[config.mk]
export PLATFORM = sky130hd
export DESIGN_NAME = alfr_core
export DESIGN_NICKNAME = d
export VERILOG_FILES = /design/src/design/alfr_pkg.sv /design/src/design/alfr_decode.sv /design/src/design/alfr_core.sv
export SDC_FILE = /design/constraint.sdc
export NUM_CORES = 1
export LEC_CHECK = 0
export ABC_AREA = 1
export BUFFER_PORTS_ARGS = -buffer_cell sky130_fd_sc_hd__buf_2
export CORE_ASPECT_RATIO = 1.25
export CORE_MARGIN = 2
export CORE_UTILIZATION = 46
export DETAILED_ROUTE_END_ITERATION = 7
export PLACE_DENSITY = 0.86
export SKIP_CTS_REPAIR_TIMING = 1
export SYNTH_ARGS = -nofsm -noshare
export SYNTH_HDL_FRONTEND = slang
export SYNTH_SLANG_ARGS = --single-unit
export TNS_END_PERCENT = 10
[constraint.sdc]
create_clock -name sys_clk_in -period 1.09 [get_ports sys_clk_in]
set_input_delay 0.1635 -clock sys_clk_in [delete_from_list [all_inputs] [get_ports sys_clk_in]]
set_output_delay 0.1635 -clock sys_clk_in [all_outputs]
set_load 0.005 [all_outputs]
[src/design/alfr_pkg.sv]
package alfr_pkg;
  // ---------------------------------------------------------------
  // opcodes
  // ---------------------------------------------------------------
  localparam logic [9:0] OPC_LOAD_ACC_FROM_ADC_CTRL = 10'h244;
  localparam logic [9:0] OPC_LOAD_ACC_FROM_STACK_PTR = 10'h050;
  localparam logic [9:0] OPC_LOAD_ACC_FROM_IRQ_CTRL_FIRST = 10'h054;
  localparam logic [9:0] OPC_LOAD_ACC_FROM_IRQ_CTRL_SECOND = 10'h055;
  localparam logic [9:0] OPC_LOAD_ACC_FROM_TIMER_CTRL_FIRST = 10'h24b;
  // ---------------------------------------------------------------
  // widths and reset values
  // ---------------------------------------------------------------
  localparam int ALFR_ACC_W = 4;
  localparam int ALFR_SP_W = 3;
  localparam logic [3:0] ALFR_ACC_RESET = 4'h0;
  localparam logic ALFR_CARRY_RESET = 1'b0;

  typedef enum logic [2:0] {
    ALFR_SRC_NONE = 3'b000,
    ALFR_SRC_ADC = 3'b001,
    ALFR_SRC_SP = 3'b010,
    ALFR_SRC_V1 = 3'b011,
    ALFR_SRC_V2 = 3'b100,
    ALFR_SRC_W1 = 3'b101
  } alfr_src_t;
endpackage : alfr_pkg

[src/design/alfr_decode.sv]
`timescale 1ns/100ps
module alfr_decode
  import alfr_pkg::*;
(
  input wire logic [9:0] opcode_in,
  input wire logic valid_in,
  output alfr_src_t src_out
);
  // ---------------------------------------------------------------
  // opcode to source select
  // ---------------------------------------------------------------
  function automatic alfr_src_t alfr_decode_op(input logic [9:0] op);
    case (op)
      OPC_LOAD_ACC_FROM_ADC_CTRL: alfr_decode_op = ALFR_SRC_ADC;
      OPC_LOAD_ACC_FROM_STACK_PTR: alfr_decode_op = ALFR_SRC_SP;
      OPC_LOAD_ACC_FROM_IRQ_CTRL_FIRST: alfr_decode_op = ALFR_SRC_V1;
      OPC_LOAD_ACC_FROM_IRQ_CTRL_SECOND: alfr_decode_op = ALFR_SRC_V2;
      OPC_LOAD_ACC_FROM_TIMER_CTRL_FIRST: alfr_decode_op = ALFR_SRC_W1;
      default: alfr_decode_op = ALFR_SRC_NONE;
    endcase
  endfunction : alfr_decode_op

  assign src_out = valid_in ? alfr_decode_op(opcode_in) : ALFR_SRC_NONE;
endmodule : alfr_decode

[src/design/alfr_core.sv]
`timescale 1ns/100ps
module alfr_core
  import alfr_pkg::*;
(
  input wire logic sys_clk_in,
  input wire logic rstn_in,
  input wire logic [9:0] opcode_in,
  input wire logic opcode_valid_in,
  input wire logic [3:0] adc_control_reg_in,
  input wire logic [2:0] stack_pointer_in,
  input wire logic [3:0] irq_control_first_in,
  input wire logic [3:0] irq_control_second_in,
  input wire logic [3:0] timer_control_first_in,
  input wire logic carry_we_in,
  input wire logic carry_d_in,
  input wire logic acc_we_in,
  input wire logic [3:0] acc_d_in,
  output logic [3:0] acc_out,
  output logic carry_flag_out,
  output logic skip_out,
  output logic transfer_done_out
);
  // ---------------------------------------------------------------
  // decode
  // ---------------------------------------------------------------
  alfr_src_t src;
  logic [3:0] acc_reg;
  logic [3:0] acc_next;
  logic carry_reg;
  logic done_reg;

  alfr_decode u_decode (
    .opcode_in(opcode_in),
    .valid_in(opcode_valid_in),
    .src_out(src)
  );

  // ---------------------------------------------------------------
  // accumulator source mux
  // ---------------------------------------------------------------
  always_comb begin
    acc_next = acc_reg;
    case (src)
      ALFR_SRC_ADC: acc_next = adc_control_reg_in;
      ALFR_SRC_SP: acc_next = {1'b0, stack_pointer_in};
      ALFR_SRC_V1: acc_next = irq_control_first_in;
      ALFR_SRC_V2: acc_next = irq_control_second_in;
      ALFR_SRC_W1: acc_next = timer_control_first_in;
      // other instructions own the accumulator through the core port
      ALFR_SRC_NONE: begin
        if (acc_we_in) begin
          acc_next = acc_d_in;
        end
      end
      default: acc_next = acc_reg;
    endcase
  end

  always_ff @(posedge sys_clk_in or negedge rstn_in) begin
    if (!rstn_in) begin
      acc_reg <= ALFR_ACC_RESET;
    end else begin
      acc_reg <= acc_next;
    end
  end

  // ---------------------------------------------------------------
  // carry: writes from elsewhere blocked during a transfer
  // ---------------------------------------------------------------
  always_ff @(posedge sys_clk_in or negedge rstn_in) begin
    if (!rstn_in) begin
      carry_reg <= ALFR_CARRY_RESET;
    end else if (carry_we_in && (src == ALFR_SRC_NONE)) begin
      carry_reg <= carry_d_in;
    end
  end

  always_ff @(posedge sys_clk_in or negedge rstn_in) begin
    if (!rstn_in) begin
      done_reg <= 1'b0;
    end else begin
      done_reg <= (src != ALFR_SRC_NONE);
    end
  end

  assign acc_out = acc_reg;
  assign carry_flag_out = carry_reg;
  // transfers never skip; no skip source lives here
  assign skip_out = 1'b0;
  assign transfer_done_out = done_reg;

  // ---------------------------------------------------------------
  // checks
  // ---------------------------------------------------------------
  a_adc_load: assert property (@(posedge sys_clk_in) disable iff (!rstn_in)
    opcode_valid_in && opcode_in == OPC_LOAD_ACC_FROM_ADC_CTRL |=>
      acc_out == $past(adc_control_reg_in) && transfer_done_out)
    else $error("adc control load wrong");

  a_sp_load: assert property (@(posedge sys_clk_in) disable iff (!rstn_in)
    opcode_valid_in && opcode_in == OPC_LOAD_ACC_FROM_STACK_PTR |=>
      acc_out == {1'b0, $past(stack_pointer_in)} && !acc_out[3])
    else $error("stack pointer load wrong");

  a_v1_load: assert property (@(posedge sys_clk_in) disable iff (!rstn_in)
    opcode_valid_in && opcode_in == OPC_LOAD_ACC_FROM_IRQ_CTRL_FIRST |=>
      acc_out == $past(irq_control_first_in))
    else $error("irq control first load wrong");

  a_v2_load: assert property (@(posedge sys_clk_in) disable iff (!rstn_in)
    opcode_valid_in && opcode_in == OPC_LOAD_ACC_FROM_IRQ_CTRL_SECOND |=>
      acc_out == $past(irq_control_second_in))
    else $error("irq control second load wrong");

  a_w1_load: assert property (@(posedge sys_clk_in) disable iff (!rstn_in)
    opcode_valid_in && opcode_in == OPC_LOAD_ACC_FROM_TIMER_CTRL_FIRST |=>
      acc_out == $past(timer_control_first_in))
    else $error("timer control first load wrong");

  a_carry_kept: assert property (@(posedge sys_clk_in) disable iff (!rstn_in)
    src != ALFR_SRC_NONE |=> $stable(carry_flag_out))
    else $error("carry changed during transfer");

  a_no_skip: assert property (@(posedge sys_clk_in) disable iff (!rstn_in)
    transfer_done_out |-> !skip_out)
    else $error("skip raised by transfer");

  a_idle_hold: assert property (@(posedge sys_clk_in) disable iff (!rstn_in)
    src == ALFR_SRC_NONE && !acc_we_in |=> $stable(acc_out) && !transfer_done_out)
    else $error("accumulator changed without cause");

  // ---------------------------------------------------------------
  // reference decode for the checks
  // ---------------------------------------------------------------
  // kept apart from the decoder, so a wrong decoder entry is not
  // mirrored into the checks that should catch it
  function automatic logic alfr_is_xfer(input logic [9:0] op);
    case (op)
      OPC_LOAD_ACC_FROM_ADC_CTRL,
      OPC_LOAD_ACC_FROM_STACK_PTR,
      OPC_LOAD_ACC_FROM_IRQ_CTRL_FIRST,
      OPC_LOAD_ACC_FROM_IRQ_CTRL_SECOND,
      OPC_LOAD_ACC_FROM_TIMER_CTRL_FIRST: alfr_is_xfer = 1'b1;
      default: alfr_is_xfer = 1'b0;
    endcase
  endfunction : alfr_is_xfer

  a_done_pulse: assert property (@(posedge sys_clk_in) disable iff (!rstn_in)
    opcode_valid_in && alfr_is_xfer(opcode_in) |=> transfer_done_out)
    else $error("transfer done pulse missing");

  a_done_quiet: assert property (@(posedge sys_clk_in) disable iff (!rstn_in)
    !(opcode_valid_in && alfr_is_xfer(opcode_in)) |=> !transfer_done_out)
    else $error("transfer done without transfer");

  a_carry_blocked: assert property (@(posedge sys_clk_in) disable iff (!rstn_in)
    opcode_valid_in && alfr_is_xfer(opcode_in) |=> carry_flag_out == $past(carry_flag_out))
    else $error("carry written during transfer");

  a_carry_write: assert property (@(posedge sys_clk_in) disable iff (!rstn_in)
    !(opcode_valid_in && alfr_is_xfer(opcode_in)) && carry_we_in |=>
      carry_flag_out == $past(carry_d_in))
    else $error("carry write from core lost");

  a_acc_write: assert property (@(posedge sys_clk_in) disable iff (!rstn_in)
    !(opcode_valid_in && alfr_is_xfer(opcode_in)) && acc_we_in |=>
      acc_out == $past(acc_d_in))
    else $error("accumulator write from core lost");

  a_valid_gate: assert property (@(posedge sys_clk_in) disable iff (!rstn_in)
    !opcode_valid_in && !acc_we_in |=> $stable(acc_out))
    else $error("accumulator moved without valid opcode");

  a_skip_never: assert property (@(posedge sys_clk_in) disable iff (!rstn_in)
    opcode_valid_in |=> !skip_out)
    else $error("skip raised");

  // no disable here: the values while reset is held are checked too
  a_reset_state: assert property (@(posedge sys_clk_in)
    !rstn_in |-> acc_out == ALFR_ACC_RESET && carry_flag_out == ALFR_CARRY_RESET && !transfer_done_out)
    else $error("state wrong during reset");

  // ---------------------------------------------------------------
  // per-bit transfer checks
  // ---------------------------------------------------------------
  // bit-level checks name the lane that broke, which whole-word
  // compares above do not
  genvar gi;
  generate
    for (gi = 0; gi < ALFR_ACC_W; gi++) begin : g_acc_bit_chk
      a_bit_adc: assert property (@(posedge sys_clk_in) disable iff (!rstn_in)
        opcode_valid_in && opcode_in == OPC_LOAD_ACC_FROM_ADC_CTRL |=>
          acc_out[gi] == $past(adc_control_reg_in[gi]))
        else $error("adc control bit lost");

      a_bit_v1: assert property (@(posedge sys_clk_in) disable iff (!rstn_in)
        opcode_valid_in && opcode_in == OPC_LOAD_ACC_FROM_IRQ_CTRL_FIRST |=>
          acc_out[gi] == $past(irq_control_first_in[gi]))
        else $error("irq control first bit lost");

      a_bit_v2: assert property (@(posedge sys_clk_in) disable iff (!rstn_in)
        opcode_valid_in && opcode_in == OPC_LOAD_ACC_FROM_IRQ_CTRL_SECOND |=>
          acc_out[gi] == $past(irq_control_second_in[gi]))
        else $error("irq control second bit lost");

      a_bit_w1: assert property (@(posedge sys_clk_in) disable iff (!rstn_in)
        opcode_valid_in && opcode_in == OPC_LOAD_ACC_FROM_TIMER_CTRL_FIRST |=>
          acc_out[gi] == $past(timer_control_first_in[gi]))
        else $error("timer control bit lost");
    end
  endgenerate

  genvar si;
  generate
    for (si = 0; si < ALFR_SP_W; si++) begin : g_sp_bit_chk
      a_bit_sp: assert property (@(posedge sys_clk_in) disable iff (!rstn_in)
        opcode_valid_in && opcode_in == OPC_LOAD_ACC_FROM_STACK_PTR |=>
          acc_out[si] == $past(stack_pointer_in[si]))
        else $error("stack pointer bit lost");
    end
  endgenerate
endmodule : alfr_core

# Word level (Yosys, flattened, before mapping)
# Index checks and enable logic that the tools add are counted.
# op_classes
eq_ne,11
muxes,4
n_reduce_logical,5
# op_table
op,n
"10-bit by 7-bit equality test with 1-bit output, second input constant",3
4-bit case mux with 6 select lines,1
"10-bit equality test, second input constant",2
3-bit case mux with 5 select lines,1
"3-bit by 2-bit equality test with 1-bit output, second input constant",2
"3-bit equality test, second input constant",2
6-bit nonzero test,1
4-bit 2-to-1 mux,1
"3-bit by 1-bit equality test with 1-bit output, second input constant",1
3-bit zero test,1
3-bit 2-to-1 mux,1
3-bit nonzero test,1
"2-bit inequality test, second input constant",1
2-bit AND reduction,1
1-bit logical AND,1
# totals
ff_bits,6
inputBits,39
output_inout_bits,7
wordCells,23

# Depth between registers and ports, before layout
# Gate-level depths: netlist of run 1.
# logic_depth
word_depth,6
depth_mapped,12
mapped_depth_nobuf,12

# Hierarchy
# A second synthesis of run 1 with hierarchy kept.
# unflattened
cells_unflattened,120
area_unflattened_um2,753.2
# modules_own_cells
module,instances,cells_each,area_each_um2,seq_area_each_um2
alfr_core,1,85,594.3,150.1
alfr_decode,1,35,158.9,0.0

# Least setup slack after synthesis of run 1
# OpenSTA, ideal clock, no wires.
# synth_path
kind,input-to-reg
startpoint,input port opcode_valid_in
endpoint,register acc_reg[1] (netlist: acc_out[1])
setup_time_ns,0.116
t_arrival_ns,1.148
slack_ns,-0.175
cell_stages,10
n_path_buf,1
cell_sequence,buf_4 nand4_4 nor2_8 inv_4 nand4_4 inv_2 nor2_1 nand3_1 nand2_1 nand2_1
# synth_via
elab_chain_len,4
# synth_rtl
element,line,source
start: declaration,alfr_core.sv:8,"input wire logic opcode_valid_in,"
3-bit 2-to-1 mux *,alfr_decode.sv:23,assign src_out = valid_in ? alfr_decode_op(opcode_in) : ALFR_SRC_NONE;
3-bit equality test (tied with other cells),alfr_core.sv:43,case (src)
6-bit nonzero test (no source line) or 2-bit inequality test (tied branches),--,
2-bit AND reduction (no source line),--,
end signal: assignment,alfr_core.sv:63,acc_reg <= acc_next;
end: declaration,alfr_core.sv:27,logic [3:0] acc_reg;
# Every way passes the cells marked *; elsewhere a longest branch is shown, timed or not.
# A chain may end at the register's enable or synchronous reset.

# Final worst setup path of run 1
# layout_path
startpoint,input port opcode_in[8]
endpoint,register acc_reg[1] (netlist: acc_out[1])
# layout_via
elab_chain_len,6
# layout_rtl
element,line,source
start: declaration,alfr_core.sv:7,"input wire logic [9:0] opcode_in,"
10-bit equality test or 10-bit by 7-bit equality test with 1-bit output (tied branches),alfr_decode.sv:13,case (op)
3-bit case mux with 5 select lines *,alfr_decode.sv:13,
3-bit 2-to-1 mux *,alfr_decode.sv:23,
3-bit equality test (tied with other cells),alfr_core.sv:43,
6-bit nonzero test (no source line) or 2-bit inequality test (tied branches),--,
2-bit AND reduction (no source line),--,
# Marked as above.

==> results by group, run 1 <==
Worst hold path
  • Worst hold path type: primary input to register
  • WHS Endpoint: carry_flag_out$_DFFE_PN0P_
  • Cells on Worst Hold Path: 3
  • Hold wc startpoint: carry_d_in

STA
  • Setup-failing EPs final: 4
  • Fin crit period: 1220 ps
  • Max Clock Skew: 0 ps
  • Post-route worst setup slack: -130 ps
  • Setup Total Neg Slack: -461 ps
  • Fmax: 819 MHz
  • Final hold violations: 0
  • Period Utilization, post-route: 1.12
  • Max Slew Vio Count: 0
  • Unrepaired setup endpoints after global routing: true
  • WHS: 175 ps

Detailed routing
  • Post-Route WL: 2.17 mm
  • Routed wire length per instance: 11.2 microns
  • Vias: 997
  • DRT antenna net count: 0
  • Post-DR vias/cell: 5.14
  • Initial DRC Count: 15
  • DRC viols: 0
  • Drt first pass iters: 4

Run status
  • Failing checks: negative setup slack
  • Outcome: finished, violations left

Pwr
  • Max IR drop VDD: 0.000385 V
  • NetSw: 218 uW
  • Clock power share: 0.282
  • Internal power: between 400 and 500 uW
  • Pwr Density: about 570 nW/um^2
  • Comb power frac: 0.367
  • Leakage: a little under 0.7 nW
  • Switching part of the total: 0.307
  • Sequential power share: 0.350

Layout
  • Final Net Count: 217
  • Share of layout cells above drive strength 1: 0.545
  • Ant diodes: 0
  • Synth-to-layout area growth: 61.5%
  • Non-Filler Instances: 194
  • Fin area: 1240 sq um

Placed design
  • Placed Cells: 189
  • Port bufs: 44
  • Placed Area: between 1000 and 1500 sq um
  • Detail Placement HPWL: 1.78 mm
  • GPL Wtd Cong: between 0.8 and 0.9

Worst setup path
  • Flop-to-flop setup slack: 480 ps
  • Startpoint types: primary input
  • CP Max Fanout: 3
  • Crit Path Class: primary input to register
  • CP max stage cell: a21oi_2
  • Most used cell, CP: nand3_1
  • Worst reg2reg startpoint: carry_flag_out$_DFFE_PN0P_
  • Req. time, crit path: 1270 ps
  • CP max stage delay: 210 ps
  • CP arrival: 1400 ps
  • CP cell instances: buf_2, inv_4, nand2_2, nor2_4, nand3_1, a21oi_2, nand3_1, nor2_1, nor2_1, nand3_1, nand2_1, nand2_1
  • Worst r2r dst: carry_flag_out$_DFFE_PN0P_
  • Crit. End Element: register
  • R2r worst-path depth: 2

Synth
  • Mean Syn Cell Area: approximately 6.5 sq um
  • Synthesized area: 771 sq um
  • Synth Warn #: 0
  • #FFs+latches synth: 6
  • Cell variety after synth: 20
  • Mapped Cells: 119
  • Sequential fraction of the synthesis area: 0.195
  • Post-synthesis net count: 158

Die
  • Area of the core: roughly 1600 sq um
  • Die Span X: about 41 microns
  • Total die area: 2020 sq um
  • Num rows: 16
  • Die H: ~50 microns
  • Initial core utilization: 0.494
  • # IOs: 46

Clocking
  • CTS tree: done
  • TritonCTS Buffers: 3
  • Worst-Skew Late Latency: approximately 240 ps
  • H-tree Lvls: 1
  • CTS max path bufs: 2
  • CTS root buffer: clkbuf_4
  • Reg clk slew, reported paths: 40 ps
  • Number of clock sinks: 6

Global routing
  • Global-route wire length before repair: 3.26 mm
  • Vias in the first global route: 892
  • Largest net degree at the start of global routing: 9
  • GR Overflow Total: 0
  • Total GRT Usage: 0.224
  • Initial antenna violation count: 0

Job
  • Max_cap viols: 0
per-layer routing:
| metal | routed length, microns | GRT usage | vias to the layer above |
|---|---|---|---|
| met5 | 0 | 0 | - |
| met4 | 59 | 0.0944 | 0 |
| met3 | 143 | 0.00450 | 7 |
| met2 | 1230 | 0.437 | 56 |
| met1 | 738 | 0.218 | 444 |
| li1 | - | - | 490 |
power groups by stage:
stage / Combinational (mW) / Sequential [mW] / Clock, mW
2_1_floorplan: 0.112 / 0.254 / 0
3_3_place_gp: 0.236 / 0.251 / 0
3_5_place_dp: 0.243 / 0.252 / 0
4_1_cts: 0.244 / 0.249 / 0.206
5_1_grt: 0.287 / 0.251 / 0.218
6_report: 0.261 / 0.249 / 0.200
cells in the mapped netlist (all sizes together):
cell type / n / area, sq um
nand2: 33 / 148
nor2: 28 / 144
inv: 21 / 83.8
nand3: 14 / 105
nand4: 11 / 98.8
dfrtp: 6 / 150
a21oi: 2 / 17.5
buf: 2 / 15.0
conb: 1 / 3.75
o21ai: 1 / 5.00
final cells by class:
| type | count | area, sq um |
|---|---|---|
| repair buffers | 56 | 339 |
| well taps | 18 | 22.5 |
| fillers | 113 | 317 |
| clock buffers | 3 | 22.5 |
| multi-input cells | 90 | 596 |
| flip-flops and latches | 6 | 150 |
| inverters | 21 | 115 |
how the worst max path moves through the flow:
stage / startpoint / to / slack, ps / cells past startpoint
5_1_grt: opcode_in[8] / acc_out[0]$_DFFE_PN0P_ / -220 / 13
3_5_place_dp: opcode_in[7] / acc_out[3]$_DFFE_PN0P_ / -440 / 12
3_3_place_gp: opcode_in[7] / acc_out[0]$_DFFE_PN0P_ / -410 / 13
6_report: opcode_in[8] / acc_out[1]$_DFFE_PN0P_ / -130 / 12
4_1_cts: opcode_in[7] / acc_out[3]$_DFFE_PN0P_ / -180 / 12
2_1_floorplan: opcode_in[7] / acc_out[1]$_DFFE_PN0P_ / -140 / 12
per-stage QoR:
stage	setup slack [ps]	power, mW	utilization
global placement	-409	0.488	0.744
finish	-130	0.710	0.797
CTS	-183	0.698	0.758
detailed placement	-435	0.495	0.744
global route	-221	0.756	0.797
floorplan	-145	0.366	-
critical path, delay by kind of cell:
kind / cells / cell delay, ps
compound gates: 1 / 210
simple gates: 9 / 850
buf+inv: 2 / 180
flip-flops by register name, summed over array words and instances, names as in the netlist:
signal	count
carry_flag_out	1
acc_out	4
transfer_done_out	1
layout by cell type, fill, tap and decap left out:
| cell | netlist | layout |
|---|---|---|
| a21oi_2 | 2 | 2 |
| buf_12 | 0 | 1 |
| buf_2 | 0 | 40 |
| buf_4 | 2 | 13 |
| buf_6 | 0 | 1 |
| clkbuf_4 | 0 | 3 |
| conb_1 | 1 | 1 |
| dfrtp_1 | 6 | 6 |
| dlygate4sd3_1 | 0 | 1 |
| inv_1 | 15 | 11 |
| inv_16 | 0 | 1 |
| inv_2 | 4 | 2 |
| inv_4 | 2 | 6 |
| inv_6 | 0 | 1 |
| nand2_1 | 29 | 25 |
| nand2_2 | 3 | 6 |
| nand2_8 | 1 | 2 |
| nand3_1 | 10 | 9 |
| nand3_2 | 2 | 2 |
| nand3_4 | 2 | 3 |
| nand4_1 | 9 | 9 |
| nand4_4 | 2 | 2 |
| nor2_1 | 20 | 17 |
| nor2_2 | 6 | 3 |
| nor2_4 | 1 | 7 |
| nor2_8 | 1 | 1 |
| o21ai_0 | 1 | 1 |
kinds of logic after synthesis:
family,Yosys count,synth area share
simple gates,86,0.643
buf+inv,23,0.128
flops,6,0.195
compound gates,3,0.0292
other cells,1,0.00487
(Power assumes the default switching activity.)
==> run 2, diff against run 1 <==
==> constraint.sdc (replaced) <==
create_clock -name sys_clk_in -period 1.09 [get_ports sys_clk_in]
set_input_delay 0.327 -clock sys_clk_in [delete_from_list [all_inputs] [get_ports sys_clk_in]]
set_output_delay 0.327 -clock sys_clk_in [all_outputs]
set_load 0.005 [all_outputs]
==> results by group, run 2 (synthesis gave the netlist of run 1 again) <==
Worst setup path
  • CP max stage cell: nand3_4
  • CP cell instances: buf_8, inv_16, nand2_8, nor2_4, nand3_4, nand3_4, nand2_8, nand3_4, inv_4, a21oi_2, nand2_1, nand2_1, nand2_1
  • Critical path buffers and inverters: 3
  • CP arrival: 1570 ps
  • Crit Path Class: primary input to register
  • Startpoint types: primary input
  • Req. time, crit path: 1210 ps
  • CP max stage delay: 170 ps
  • Cell family with most CP delay: simple AND/OR/NAND/NOR gates
  • CP Max Fanout: 7
  • Crit. End Element: register

Pwr
  • Comb power frac: 0.367
  • NetSw: approximately 210 uW
  • Internal power: 489 uW
  • Sequential power share: 0.353
  • Clock power share: 0.279
  • Tot Pwr: just over 700 uW
  • Leakage: 0.701 nW
  • Max IR drop VDD: between 0.0003 and 0.0004 V
  • Pwr Density: about 560 nW/um^2
  • Switching part of the total: 0.305

STA
  • WHS: 344 ps
  • Max Slew Vio Count: 0
  • Max Clock Skew: 0 ps
  • Setup Total Neg Slack: -1470 ps
  • Setup-failing EPs final: 5
  • Fmax: 692 MHz
  • Final hold violations: 0
  • Post-route worst setup slack: -356 ps
  • Unrepaired setup endpoints after global routing: true
  • Fin crit period: 1450 ps
  • Period Utilization, post-route: 1.33

Detailed routing
  • Initial DRC Count: 9
  • DRC viols: 0
  • Post-Route WL: between 2 and 2.5 mm
  • Drt first pass iters: 5
  • Post-DR vias/cell: 5.02
  • Routed wire length per instance: between 10 and 15 microns
  • Vias: 973
  • DRT antenna net count: 0

Global routing
  • Total GRT Usage: 0.240
  • Vias in the first global route: 966
  • Largest net degree at the start of global routing: 9
  • GR Overflow Total: 0
  • Global-route wire length before repair: approximately 3.5 mm
  • Initial antenna violation count: 0

Layout
  • Most frequent cells in the layout: buf_2 (40), nand2_1 (25), nor2_1 (16), buf_4 (12), inv_1 (11)
  • Final core occ: 0.808
  • Largest register FFs: 4
  • Share of layout cells above drive strength 1: 0.568
  • Fin area: ~1300 sq um
  • Non-Filler Instances: around 190
  • Final Net Count: 217
  • Synth-to-layout area growth: 63.6%
  • Ant diodes: 0
  • Commonest non-fill, non-tap cell in the layout: buf_2

Placed design
  • Detail Placement HPWL: 1.81 mm
  • GPL Wtd Cong: around 0.86
  • Post-place setup slack: -605 ps
  • Placed Area: 1160 sq um
  • Port bufs: 44
  • Placed Cells: 189

Clocking
  • TritonCTS Buffers: 3
  • H-tree Lvls: 1
  • CTS max path bufs: 2
  • CTS root buffer: clkbuf_4
  • Worst-Skew Late Latency: 230 ps
  • Reg clk slew, reported paths: 50 ps
  • CTS tree: done
  • Number of clock sinks: 6

Die
  • Total die area: 2020 sq um
  • Initial core utilization: 0.494
  • Area of the core: between 1500 and 2000 sq um
  • Die Span X: 40.6 microns
  • Die H: 49.8 microns
  • Num rows: 16
  • # IOs: 46

Run status
  • Failing checks: negative setup slack
  • Outcome: finished, violations left

Job
  • Max_cap viols: 0

Worst hold path
  • Worst hold path type: primary input to register
[run 2: cell counts in the layout (fill, tap and decap cells not counted)]
Identical to the previous run, type by type.
[run 2: final cells by class]
| cell class | count | area, sq um |
|---|---|---|
| clock buffers | 3 | 22.5 |
| fillers | 112 | 300 |
| inverters | 21 | 115 |
| multi-input cells | 90 | 613 |
| flip-flops and latches | 6 | 150 |
| well taps | 18 | 22.5 |
| repair buffers | 56 | 338 |
[run 2: power by group through the flow]
| stage | Combinational (mW) | Clock [mW] | Sequential [mW] |
|---|---|---|---|
| CTS | 0.245 | 0.200 | 0.248 |
| finish | 0.258 | 0.197 | 0.249 |
| global placement | 0.237 | 0 | 0.251 |
| detailed placement | 0.244 | 0 | 0.251 |
| global route | 0.287 | 0.219 | 0.251 |
| floorplan | 0.112 | 0 | 0.254 |
[run 2: final timing paths]
path | startpoint | endpoint | slack (ps) | cells after the start
max reg2reg | acc_out[3]$_DFFE_PN0P_ | acc_out[3]$_DFFE_PN0P_ | 470 | 2
max | opcode_in[7] | acc_out[0]$_DFFE_PN0P_ | -360 | 13
min | carry_d_in | carry_flag_out$_DFFE_PN0P_ | 340 | 3
min reg2reg | acc_out[0]$_DFFE_PN0P_ | acc_out[0]$_DFFE_PN0P_ | 480 | 2
max in group asynchronous | rstn_in | carry_flag_out$_DFFE_PN0P_ | 500 | 2
min in group asynchronous | rstn_in | acc_out[2]$_DFFE_PN0P_ | 440 | 2
[run 2: per-layer routing]
layer  up-vias  wire length [microns]  share of wire  track usage
li1        490                      -              -            -
met5         -                      0              0            0
met3         4                    120          0.055       0.0180
met2        35                   1240           0.56        0.463
met4         0                     46          0.021       0.0833
met1       444                    791           0.36        0.240
[run 2: worst register-to-register path, stage by stage, from the launching register on]
cell and delay, ps:
dfrtp_1 380, nand2_1 80, nand2_1 50
